### src/common/ahc_defs.svh
// Constants of the AHB controller: map, decode windows and record layout
`ifndef AHC_DEFS_SVH
`define AHC_DEFS_SVH
`define AHC_NM 4
`define AHC_NS 3
`define AHC_NP 2
`define AHC_IO_AREA 12'hFFF
`define AHC_PNP_AREA 8'hFF
`define AHC_APB_PNP 8'hFF
`define AHC_BRG_BASE 12'h800
`define AHC_BRG_MASK 12'hFFF
`define AHC_S_BASE {12'hFFF, 12'h400, 12'h000}
`define AHC_S_MASK {12'hFFF, 12'hFFF, 12'hE00}
`define AHC_S_IO 3'b100
`define AHC_P_BASE {12'h001, 12'h000}
`define AHC_P_MASK {12'hFFF, 12'hFFF}
`define AHC_M_ID 32'h0001_0000
`define AHC_S_ID 32'h0002_0000
`define AHC_P_ID 32'h0003_0000
`define AHC_BAR_MEM 4'h2
`define AHC_BAR_IO 4'h3
`define AHC_BAR_APB 4'h1
`endif

### src/common/ahc_pkg.sv
// Types of the AHB controller
package ahc_pkg;
  typedef enum logic [1:0] {
    TR_IDLE = 2'h0,
    TR_BUSY = 2'h1,
    TR_NONSEQ = 2'h2,
    TR_SEQ = 2'h3
  } ahc_trans_t;
  typedef enum logic [1:0] {
    RSP_OKAY = 2'h0,
    RSP_ERROR = 2'h1
  } ahc_resp_t;
  typedef enum {
    BR_IDLE,
    BR_CAPT,
    BR_SETUP,
    BR_ACCESS
  } ahc_brg_state_t;
endpackage : ahc_pkg

### src/design/ahc_ctrl.sv
// AHB arbiter, bus multiplexer, slave decoder, record area and APB bridge
// Overview of operation
// - Rotate priority one step per completed transfer
// - No request: keep granting last owner
// - Memory slaves in aligned 1M..2048M windows
// - I/O area at 0xFFF00000, 256B..512K windows
// - Unclaimed address gets AHB ERROR response
// - Read-only record area 0xFFFFF000..0xFFFFFFFF
// - Master records low half, slaves from 0xFFFFF800
// - 32-byte records, 64 masters, 64 slaves
// - Bridge is APB master, aligned 256B..512K slaves
// - Bridge records in top 4 kbytes
// - 8-byte APB records at bridge plus 0xFF000
`include "ahc_defs.svh"
module ahc_ctrl (
  input wire logic clk,
  input wire logic rst_n,
  input wire logic [`AHC_NM-1:0] hbusreqM,
  input wire logic [`AHC_NM-1:0][1:0] htransM,
  input wire logic [`AHC_NM-1:0][31:0] haddrM,
  input wire logic [`AHC_NM-1:0] hwriteM,
  input wire logic [`AHC_NM-1:0][2:0] hsizeM,
  input wire logic [`AHC_NM-1:0][31:0] hwdataM,
  output logic [`AHC_NM-1:0] hgrantM,
  output logic [1:0] hmaster,
  output logic hready,
  output logic [1:0] hresp,
  output logic [31:0] hrdata,
  output logic [`AHC_NS-1:0] hselS,
  output logic [31:0] haddrS,
  output logic [1:0] htransS,
  output logic hwriteS,
  output logic [2:0] hsizeS,
  output logic [31:0] hwdataS,
  input wire logic [`AHC_NS-1:0] hreadyoutS,
  input wire logic [`AHC_NS-1:0][1:0] hrespS,
  input wire logic [`AHC_NS-1:0][31:0] hrdataS,
  output logic [`AHC_NP-1:0] psel,
  output logic penable,
  output logic pwrite,
  output logic [19:0] paddr,
  output logic [31:0] pwdata,
  input wire logic [`AHC_NP-1:0][31:0] prdata
);
  localparam logic [`AHC_NS*12-1:0] SBASE = `AHC_S_BASE;
  localparam logic [`AHC_NS*12-1:0] SMASK = `AHC_S_MASK;
  localparam logic [`AHC_NS-1:0] SIO = `AHC_S_IO;
  localparam logic [`AHC_NP*12-1:0] PBASE = `AHC_P_BASE;
  localparam logic [`AHC_NP*12-1:0] PMASK = `AHC_P_MASK;

  // Aligned window match: masked address bits equal masked base
  function automatic logic winHit(input logic [11:0] a, input logic [11:0] base,
                                  input logic [11:0] mask);
    winHit = (mask != 12'h000) && ((a & mask) == (base & mask));
  endfunction : winHit

  function automatic logic [31:0] barWord(input logic [11:0] base,
                                          input logic [11:0] mask, input logic [3:0] kind);
    barWord = {base, 4'h0, mask, kind};
  endfunction : barWord

  // ************************************************************
  // Reset release
  // ************************************************************
  logic rstMeta_reg;
  logic rstSync_reg;
  always_ff @(posedge clk or negedge rst_n) begin
    if (!rst_n) begin
      rstMeta_reg <= 1'b0;
      rstSync_reg <= 1'b0;
    end else begin
      rstMeta_reg <= 1'b1;
      rstSync_reg <= rstMeta_reg;
    end
  end
  wire rstInt_n = rstSync_reg;

  // ************************************************************
  // Arbitration
  // ************************************************************
  logic [1:0] prio_reg;
  logic [1:0] owner_reg;
  logic [1:0] nextOwner;
  logic found;
  logic [1:0] cand;
  always_comb begin
    nextOwner = owner_reg;
    found = 1'b0;
    cand = 2'h0;
    for (int k = 0; k < `AHC_NM; k++) begin
      cand = prio_reg + 2'(k);
      if (!found && hbusreqM[cand]) begin
        nextOwner = cand;
        found = 1'b1;
      end
    end
  end

  // ************************************************************
  // Address phase decode
  // ************************************************************
  wire [31:0] aAddr = haddrM[hmaster];
  wire [1:0] aTrans = htransM[hmaster];
  wire aReq = aTrans[1];
  wire inIo = (aAddr[31:20] == `AHC_IO_AREA);
  wire inPnp = inIo && (aAddr[19:12] == `AHC_PNP_AREA);
  wire [`AHC_NS-1:0] sHit;
  wire [`AHC_NP-1:0] pHit;
  genvar g;
  generate
    for (g = 0; g < `AHC_NS; g++) begin : gSlave
      assign sHit[g] = !inPnp && (SIO[g] ? (inIo && winHit(aAddr[19:8],
                       SBASE[g*12 +: 12], SMASK[g*12 +: 12]))
                       : (!inIo && winHit(aAddr[31:20], SBASE[g*12 +: 12],
                       SMASK[g*12 +: 12])));
    end
    for (g = 0; g < `AHC_NP; g++) begin : gApb
      assign pHit[g] = winHit(aAddr[19:8], PBASE[g*12 +: 12], PMASK[g*12 +: 12]);
    end
  endgenerate
  wire brgHit = !inIo && winHit(aAddr[31:20], `AHC_BRG_BASE, `AHC_BRG_MASK);
  wire brgPnp = brgHit && (aAddr[19:12] == `AHC_APB_PNP);
  wire brgApb = brgHit && !brgPnp && (pHit != '0);
  wire extHit = (sHit != '0) && !brgHit;
  wire anyHit = extHit || inPnp || brgPnp || brgApb;
  logic [1:0] sIdx;
  logic pIdx;
  always_comb begin
    sIdx = 2'h0;
    pIdx = 1'b0;
    for (int i = `AHC_NS - 1; i >= 0; i--) begin
      if (sHit[i]) sIdx = 2'(i);
    end
    for (int i = `AHC_NP - 1; i >= 0; i--) begin
      if (pHit[i]) pIdx = 1'(i);
    end
  end

  // Record contents; slots past the populated ones stay zero
  logic [31:0] pnpWord;
  wire [5:0] recIdx = aAddr[10:5];
  wire [2:0] recWord = aAddr[4:2];
  wire [8:0] apbIdx = aAddr[11:3];
  always_comb begin
    pnpWord = 32'h0000_0000;
    if (inPnp && !aAddr[11]) begin
      if (recIdx < 6'(`AHC_NM) && recWord == 3'h0) pnpWord = `AHC_M_ID | 32'(recIdx);
    end else if (inPnp) begin
      if (recIdx < 6'(`AHC_NS) && recWord == 3'h0) pnpWord = `AHC_S_ID | 32'(recIdx);
      if (recIdx < 6'(`AHC_NS) && recWord == 3'h4) begin
        pnpWord = barWord(SBASE[recIdx[1:0]*12 +: 12], SMASK[recIdx[1:0]*12 +: 12],
                          SIO[recIdx[1:0]] ? `AHC_BAR_IO : `AHC_BAR_MEM);
      end
      if (recIdx == 6'(`AHC_NS) && recWord == 3'h0) pnpWord = `AHC_S_ID | 32'(recIdx);
      if (recIdx == 6'(`AHC_NS) && recWord == 3'h4) begin
        pnpWord = barWord(`AHC_BRG_BASE, `AHC_BRG_MASK, `AHC_BAR_MEM);
      end
    end else if (brgPnp && apbIdx < 9'(`AHC_NP)) begin
      if (!aAddr[2]) pnpWord = `AHC_P_ID | 32'(apbIdx);
      else pnpWord = barWord(PBASE[apbIdx[0]*12 +: 12], PMASK[apbIdx[0]*12 +: 12],
                             `AHC_BAR_APB);
    end
  end

  // ************************************************************
  // Data phase tracking and default slave
  // ************************************************************
  logic dExt_reg;
  logic dPnp_reg;
  logic dApb_reg;
  logic dErr_reg;
  logic errSecond_reg;
  logic [1:0] dSel_reg;
  logic [1:0] dMaster_reg;
  logic [31:0] pnpData_reg;
  ahc_pkg::ahc_brg_state_t brgState_reg;
  ahc_pkg::ahc_brg_state_t brgState_next;
  wire errFirst = dErr_reg && !errSecond_reg;
  wire busReady = dExt_reg ? hreadyoutS[dSel_reg] : dApb_reg ?
                  (brgState_reg == ahc_pkg::BR_ACCESS) : !errFirst;
  wire accept = busReady && aReq;
  wire done = busReady && (dExt_reg || dPnp_reg || dApb_reg || dErr_reg);
  wire pnpWrite = (inPnp || brgPnp) && hwriteM[hmaster];

  always_ff @(posedge clk or negedge rstInt_n) begin
    if (!rstInt_n) begin
      prio_reg <= 2'h0;
      owner_reg <= 2'h0;
      hmaster <= 2'h0;
      hgrantM <= `AHC_NM'(1);
    end else begin
      if (done) prio_reg <= prio_reg + 2'h1;
      owner_reg <= nextOwner;
      hgrantM <= `AHC_NM'(1) << nextOwner;
      if (busReady) hmaster <= owner_reg;
    end
  end

  always_ff @(posedge clk or negedge rstInt_n) begin
    if (!rstInt_n) begin
      dExt_reg <= 1'b0;
      dPnp_reg <= 1'b0;
      dApb_reg <= 1'b0;
      dErr_reg <= 1'b0;
      errSecond_reg <= 1'b0;
      dSel_reg <= 2'h0;
      dMaster_reg <= 2'h0;
      pnpData_reg <= 32'h0000_0000;
    end else begin
      errSecond_reg <= errFirst;
      if (busReady) begin
        dExt_reg <= accept && extHit;
        dPnp_reg <= accept && (inPnp || brgPnp) && !pnpWrite;
        dApb_reg <= accept && brgApb && !inPnp;
        dErr_reg <= accept && (!anyHit || pnpWrite);
        dSel_reg <= sIdx;
        dMaster_reg <= hmaster;
        pnpData_reg <= pnpWord;
      end
    end
  end

  // ************************************************************
  // APB bridge
  // ************************************************************
  logic pIdx_reg;
  always_comb begin
    brgState_next = brgState_reg;
    case (brgState_reg)
      ahc_pkg::BR_IDLE: if (accept && brgApb && !inPnp) brgState_next = ahc_pkg::BR_CAPT;
      ahc_pkg::BR_CAPT: brgState_next = ahc_pkg::BR_SETUP;
      ahc_pkg::BR_SETUP: brgState_next = ahc_pkg::BR_ACCESS;
      // A new APB access may be accepted in the last cycle of the current one
      ahc_pkg::BR_ACCESS: brgState_next = (accept && brgApb && !inPnp) ? ahc_pkg::BR_CAPT :
                                          ahc_pkg::BR_IDLE;
      default: brgState_next = ahc_pkg::BR_IDLE;
    endcase
  end

  always_ff @(posedge clk or negedge rstInt_n) begin
    if (!rstInt_n) begin
      brgState_reg <= ahc_pkg::BR_IDLE;
      pIdx_reg <= 1'b0;
      paddr <= 20'h00000;
      pwrite <= 1'b0;
      pwdata <= 32'h0000_0000;
      psel <= '0;
      penable <= 1'b0;
    end else begin
      brgState_reg <= brgState_next;
      if (brgState_next == ahc_pkg::BR_CAPT) begin
        paddr <= aAddr[19:0];
        pwrite <= hwriteM[hmaster];
        pIdx_reg <= pIdx;
      end
      if (brgState_reg == ahc_pkg::BR_CAPT) begin
        pwdata <= hwdataM[dMaster_reg];
        psel <= `AHC_NP'(1) << pIdx_reg;
      end
      penable <= (brgState_reg == ahc_pkg::BR_SETUP);
      if (brgState_reg == ahc_pkg::BR_ACCESS) psel <= '0;
    end
  end

  // ************************************************************
  // Bus multiplexing
  // ************************************************************
  // Slave-side signals are muxed without a register to keep zero-wait transfers
  assign hselS = (aReq && extHit) ? sHit : '0;
  assign haddrS = aAddr;
  assign htransS = aTrans;
  assign hwriteS = hwriteM[hmaster];
  assign hsizeS = hsizeM[hmaster];
  assign hwdataS = hwdataM[dMaster_reg];
  assign hready = busReady;
  assign hresp = dErr_reg ? ahc_pkg::RSP_ERROR : dExt_reg ? hrespS[dSel_reg] :
                 ahc_pkg::RSP_OKAY;
  assign hrdata = dExt_reg ? hrdataS[dSel_reg] : dApb_reg ? prdata[pIdx_reg] :
                  dPnp_reg ? pnpData_reg : 32'h0000_0000;
endmodule : ahc_ctrl

### config.mk
export PLATFORM = sky130hd
export DESIGN_NAME = ahc_ctrl
export DESIGN_NICKNAME = d
export VERILOG_FILES = /design/src/common/ahc_pkg.sv /design/src/design/ahc_ctrl.sv
export VERILOG_INCLUDE_DIRS = /design/src /design/src/common
export SDC_FILE = /design/constraint.sdc
export NUM_CORES = 1
export LEC_CHECK = 0
export BUFFER_PORTS_ARGS = -buffer_cell sky130_fd_sc_hd__clkbuf_2
export CAP_MARGIN = 20
export CORE_AREA = 5 5 240 242
export DETAILED_ROUTE_END_ITERATION = 10
export DIE_AREA = 0 0 245 247
export GPL_ROUTABILITY_DRIVEN = 0
export GPL_TIMING_DRIVEN = 0
export PLACE_DENSITY_LB_ADDON = 0.12
export SETUP_SLACK_MARGIN = 0.2
export SYNTH_ARGS = -nofsm -noshare
export SYNTH_HDL_FRONTEND = slang
export SYNTH_SLANG_ARGS = --single-unit
### constraint.sdc
create_clock -name clk -period 4.7 [get_ports clk]
set_input_delay 0 -clock clk [delete_from_list [all_inputs] [get_ports clk]]
set_output_delay 0 -clock clk [all_outputs]
set_load 0.03 [all_outputs]
==> impl_metrics.xml <==
<?xml version="1.0" encoding="UTF-8"?>
<metrics>
  <group name="timing">
    <metric name="worst-slew-pin-transition" unit="ns">0.848</metric>
    <metric name="fmax" unit="GHz">0.267</metric>
    <metric name="whs" unit="ns">0.0182</metric>
    <metric name="hold_viol" unit="">0</metric>
    <metric name="setup_ws" unit="ns">0.952</metric>
    <metric name="slew_headroom" unit="%">43.5</metric>
    <metric name="post-route-period-util" unit="%">79.8</metric>
    <metric name="final-setup-viol-count" unit="">0</metric>
    <metric name="rsz0062_at_grt" unit="">false</metric>
    <metric name="maxSlewViolCount" unit="">0</metric>
    <metric name="fin_crit" unit="ns">3.75</metric>
    <metric name="skew" unit="ns">0.0168</metric>
  </group>
  <group name="layout">
    <metric name="multiInputGateArea" unit="mm2">0.00506</metric>
    <metric name="layout.filler_cells" unit="">6007</metric>
    <metric name="finalNetCount" unit="">1870</metric>
    <metric name="postLayoutCoreUtil" unit="%">24.3</metric>
    <metric name="register_area" unit="mm2">0.00318</metric>
    <metric name="layout-drive-gt1-share" unit="%">56.7</metric>
    <metric name="final_area" unit="mm2">0.0133</metric>
    <metric name="area_growth_syn_to_layout" unit="%">56.8</metric>
  </group>
  <group name="yosys">
    <metric name="netlist.area_leader.share" unit="%">37.1</metric>
    <metric name="synthMostInstantiatedCell" unit="">dfrtp_1</metric>
    <metric name="synth.yosys.warnings" unit="">0</metric>
    <metric name="syn-cell-area" unit="mm2">0.00850</metric>
    <metric name="synthSimpleGateAreaFrac" unit="%">12.8</metric>
    <metric name="post_synth_xor_area_fraction" unit="%">0.412</metric>
    <metric name="number_of_enable_flip_flop_cells_after_synthesis" unit="">0</metric>
    <metric name="synth.top_cells.by_area" unit="">dfrtp_1 37%, mux4_2 14%, mux2_2 8.6%</metric>
    <metric name="synth-compound-area-share" unit="%">9.98</metric>
    <metric name="synth_area_leader_cell" unit="">dfrtp_1</metric>
    <metric name="mux_share_of_post_synthesis_cell_area" unit="%">34.5</metric>
    <metric name="synth_cell_types" unit="">67</metric>
    <metric name="async_set_reset_flop_share_out_of_synthesis" unit="%">100</metric>
    <metric name="combinational_family_with_the_most_area_after_synthesis" unit="">multiplexers</metric>
    <metric name="synth_top_flop_cell" unit="">dfrtp_1</metric>
    <metric name="synth.yosys.seq_area_share" unit="%">37.4</metric>
    <metric name="synthesis.area_per_instance" unit="um2">11.5</metric>
    <metric name="synth.top_cells.by_count" unit="">126 x dfrtp_1, 73 x a21oi_1, 65 x mux2_2</metric>
    <metric name="synth_cells" unit="">738</metric>
    <metric name="synth_fa_ha_area_share" unit="%">0.442</metric>
    <metric name="postSynthRegisterBits" unit="">127</metric>
  </group>
  <group name="pwr">
    <metric name="power.density" unit="mW/mm2">492</metric>
    <metric name="power.combinational.fraction" unit="%">58.8</metric>
    <metric name="leakage" unit="uW">0.00660</metric>
    <metric name="clock_power_share" unit="%">22.5</metric>
    <metric name="switching_power" unit="uW">3130</metric>
    <metric name="irDropWorstVdd" unit="mV">0.312</metric>
    <metric name="seqPwrFrac" unit="%">18.7</metric>
    <metric name="p_sw_share" unit="%">47.7</metric>
    <metric name="p_int" unit="uW">3430</metric>
  </group>
  <group name="clock_network">
    <metric name="cts-root-to-sink-buffers" unit="">2</metric>
    <metric name="cts.repair_timing.setup_buffer_count" unit="">0</metric>
    <metric name="cts.htree.levels" unit="">4</metric>
    <metric name="post_cts_resized" unit="">0</metric>
    <metric name="tritoncts.num_buffers" unit="">17</metric>
    <metric name="cts_tree" unit="">done</metric>
    <metric name="clock_sink_count" unit="">127</metric>
    <metric name="worstSkewPairLatency" unit="ns">0.43</metric>
    <metric name="hold_buffers" unit="">2</metric>
    <metric name="worst_setup_hold_path_clk_slew" unit="ns">0.06</metric>
    <metric name="clock-root-buffer" unit="">clkbuf_16</metric>
  </group>
  <group name="global_routing">
    <metric name="grt.overflow.total" unit="">0</metric>
    <metric name="grt_util_all_layers" unit="%">14.1</metric>
    <metric name="number_of_antenna_violations_at_the_first_check_in_global_routing" unit="">1</metric>
    <metric name="grt_first_pass_wirelength" unit="um">63500</metric>
    <metric name="grt_pass1_vias" unit="">9578</metric>
    <metric name="grt_max_degree" unit="">61</metric>
  </group>
  <group name="floorplan">
    <metric name="top_level_ports" unit="">625</metric>
    <metric name="die_h" unit="um">247</metric>
    <metric name="placement_rows" unit="">86</metric>
    <metric name="die_width" unit="um">245</metric>
    <metric name="floorplan.initialDensity" unit="%">15.5</metric>
    <metric name="core_area" unit="mm2">0.0549</metric>
    <metric name="dieArea" unit="mm2">0.0605</metric>
  </group>
  <group name="worst_setup_path">
    <metric name="worstSetupEndpointType" unit="">register</metric>
    <metric name="worstSetupStartpoint" unit="">hmaster[1]$_DFFE_PN0P_</metric>
    <metric name="r2r_slack" unit="ns">0.95</metric>
    <metric name="cp_max_fo" unit="">10</metric>
    <metric name="worst-setup-path-type" unit="">reg2reg</metric>
    <metric name="worst_r2r_endpoint" unit="">paddr[0]$_DFFE_PN0N_</metric>
    <metric name="origin_of_the_critical_flop_to_flop_path" unit="">hmaster[1]$_DFFE_PN0P_</metric>
    <metric name="data_arrival_critical_path" unit="ns">4.06</metric>
    <metric name="worst-r2r-cell-count" unit="">9</metric>
    <metric name="timing.critical_path.from_type" unit="">register</metric>
    <metric name="timing.critical_path.required" unit="ns">5.01</metric>
  </group>
  <group name="outcome">
    <metric name="status" unit="">complete, no violations</metric>
  </group>
  <group name="detailed_routing">
    <metric name="postRouteWirelength" unit="um">44400</metric>
    <metric name="drt-initial-drc-count" unit="">333</metric>
    <metric name="drt.antenna.violating_nets" unit="">0</metric>
    <metric name="vias_per_cell" unit="">4.13</metric>
    <metric name="num_vias" unit="">8795</metric>
    <metric name="detailed_router_iteration_count_before_antenna_repair" unit="">4</metric>
    <metric name="detail_route.wl_per_cell" unit="um">20.8</metric>
    <metric name="remaining_drc_errors" unit="">0</metric>
  </group>
  <group name="min_path">
    <metric name="hold_path_end" unit="">dExt_reg$_DFFE_PN0P_</metric>
    <metric name="hold-path-cell-count" unit="">3</metric>
    <metric name="hold_path.startpoint" unit="">hreadyoutS[1]</metric>
    <metric name="hold_path_class" unit="">in2reg</metric>
  </group>
  <group name="placed_design">
    <metric name="place.detailed.hpwl" unit="um">38200</metric>
    <metric name="placement.io_buffers" unit="">621</metric>
    <metric name="pre_cts_slack" unit="ns">0.806</metric>
    <metric name="place_area" unit="mm2">0.0127</metric>
  </group>
  <group name="run">
    <metric name="maxCapViolCount" unit="">0</metric>
  </group>
</metrics>
==> placed cells by master (no fill, tap or decap), types with 4 or more instances in the layout <==
master and n:
and2_1 15, clkbuf_16 17, xor2_1 4, or4_1 8, clkbuf_1 38, clkinv_4 4, a22oi_1 8, conb_1 32
buf_1 15, nand3b_1 4, nor3_1 7, a21oi_1 73, o31ai_1 4, clkbuf_2 621, nand4_1 8, mux2i_1 42
bufinv_16 4, dfrtp_1 125, nand2b_1 7, o21ai_0 17, inv_1 6, a221oi_1 14, inv_6 4, mux2_2 65
nor4_1 15, mux4_1 17, nand2_1 57, mux4_2 51, mux2_4 9, nand3_1 13, nor2_1 45, clkbuf_8 5
nor2b_1 7
==> power by group through the flow <==
stage,Combinational [uW],Sequential (uW),Clock (uW)
floorplan,2560,1280,0
global placement,3940,1270,0
detailed placement,3950,1250,0
CTS,3960,1230,1540
global route,4150,1240,1580
finish,3860,1230,1480
==> area by class of cell <==
type	instances	share of cell area, %
Antenna cell	1	0.0188
Buffer	66	2.61
Inverter	6	0.169
Multi-Input combinational cell	569	38.0
Sequential cell	127	23.9
Tap cell	704	6.61
Clock buffer	18	3.30
Clock inverter	14	1.54
Timing Repair Buffer	625	23.9
==> routing by layer <==
layer	share of wire (%)	track usage (%)
met5	0	0
met4	1.5	3.27
met3	6.6	3.50
met2	51	25.1
met1	41	17.1
==> kinds of logic after synthesis <==
group / Yosys count
buf+inv: 72
mux: 186
compound gates: 137
fa+ha+maj: 3
simple gates: 207
flops: 127
other cells: 2
xor+xnor: 4
==> worst max-delay path: stages (launching register included) <==
cell and delay [ns]:
dfrtp_1 0.51, clkbuf_8 0.24, clkbuf_8 0.19, buf_1 0.58, mux4_2 0.47, inv_1 0.15
nor4_2 0.57, nand3_2 0.32, buf_6 0.26, mux2_4 0.31
==> through the flow <==
stage	instances	TNS [ns]	total power, uW
final	2130	0	6560
after global routing	2130	0	6970
after CTS	2129	0	6720
after detailed placement	2095	0	5200
after global placement	2093	-157.84	5210
after floorplan	768	0	3840
==> how the worst max path moves through the flow <==
stage                                           end  cells past startpoint
after detailed placement       paddr[1]$_DFFE_PN0N_                      9
after CTS                                    hready                      9
after global routing                         hready                      9
after global placement        paddr[16]$_DFFE_PN0N_                      0
final                          paddr[0]$_DFFE_PN0N_                      9
after floorplan           brgState_reg[0]$_DFF_PN0_                      0
Power figures use the tool's default switching activity.
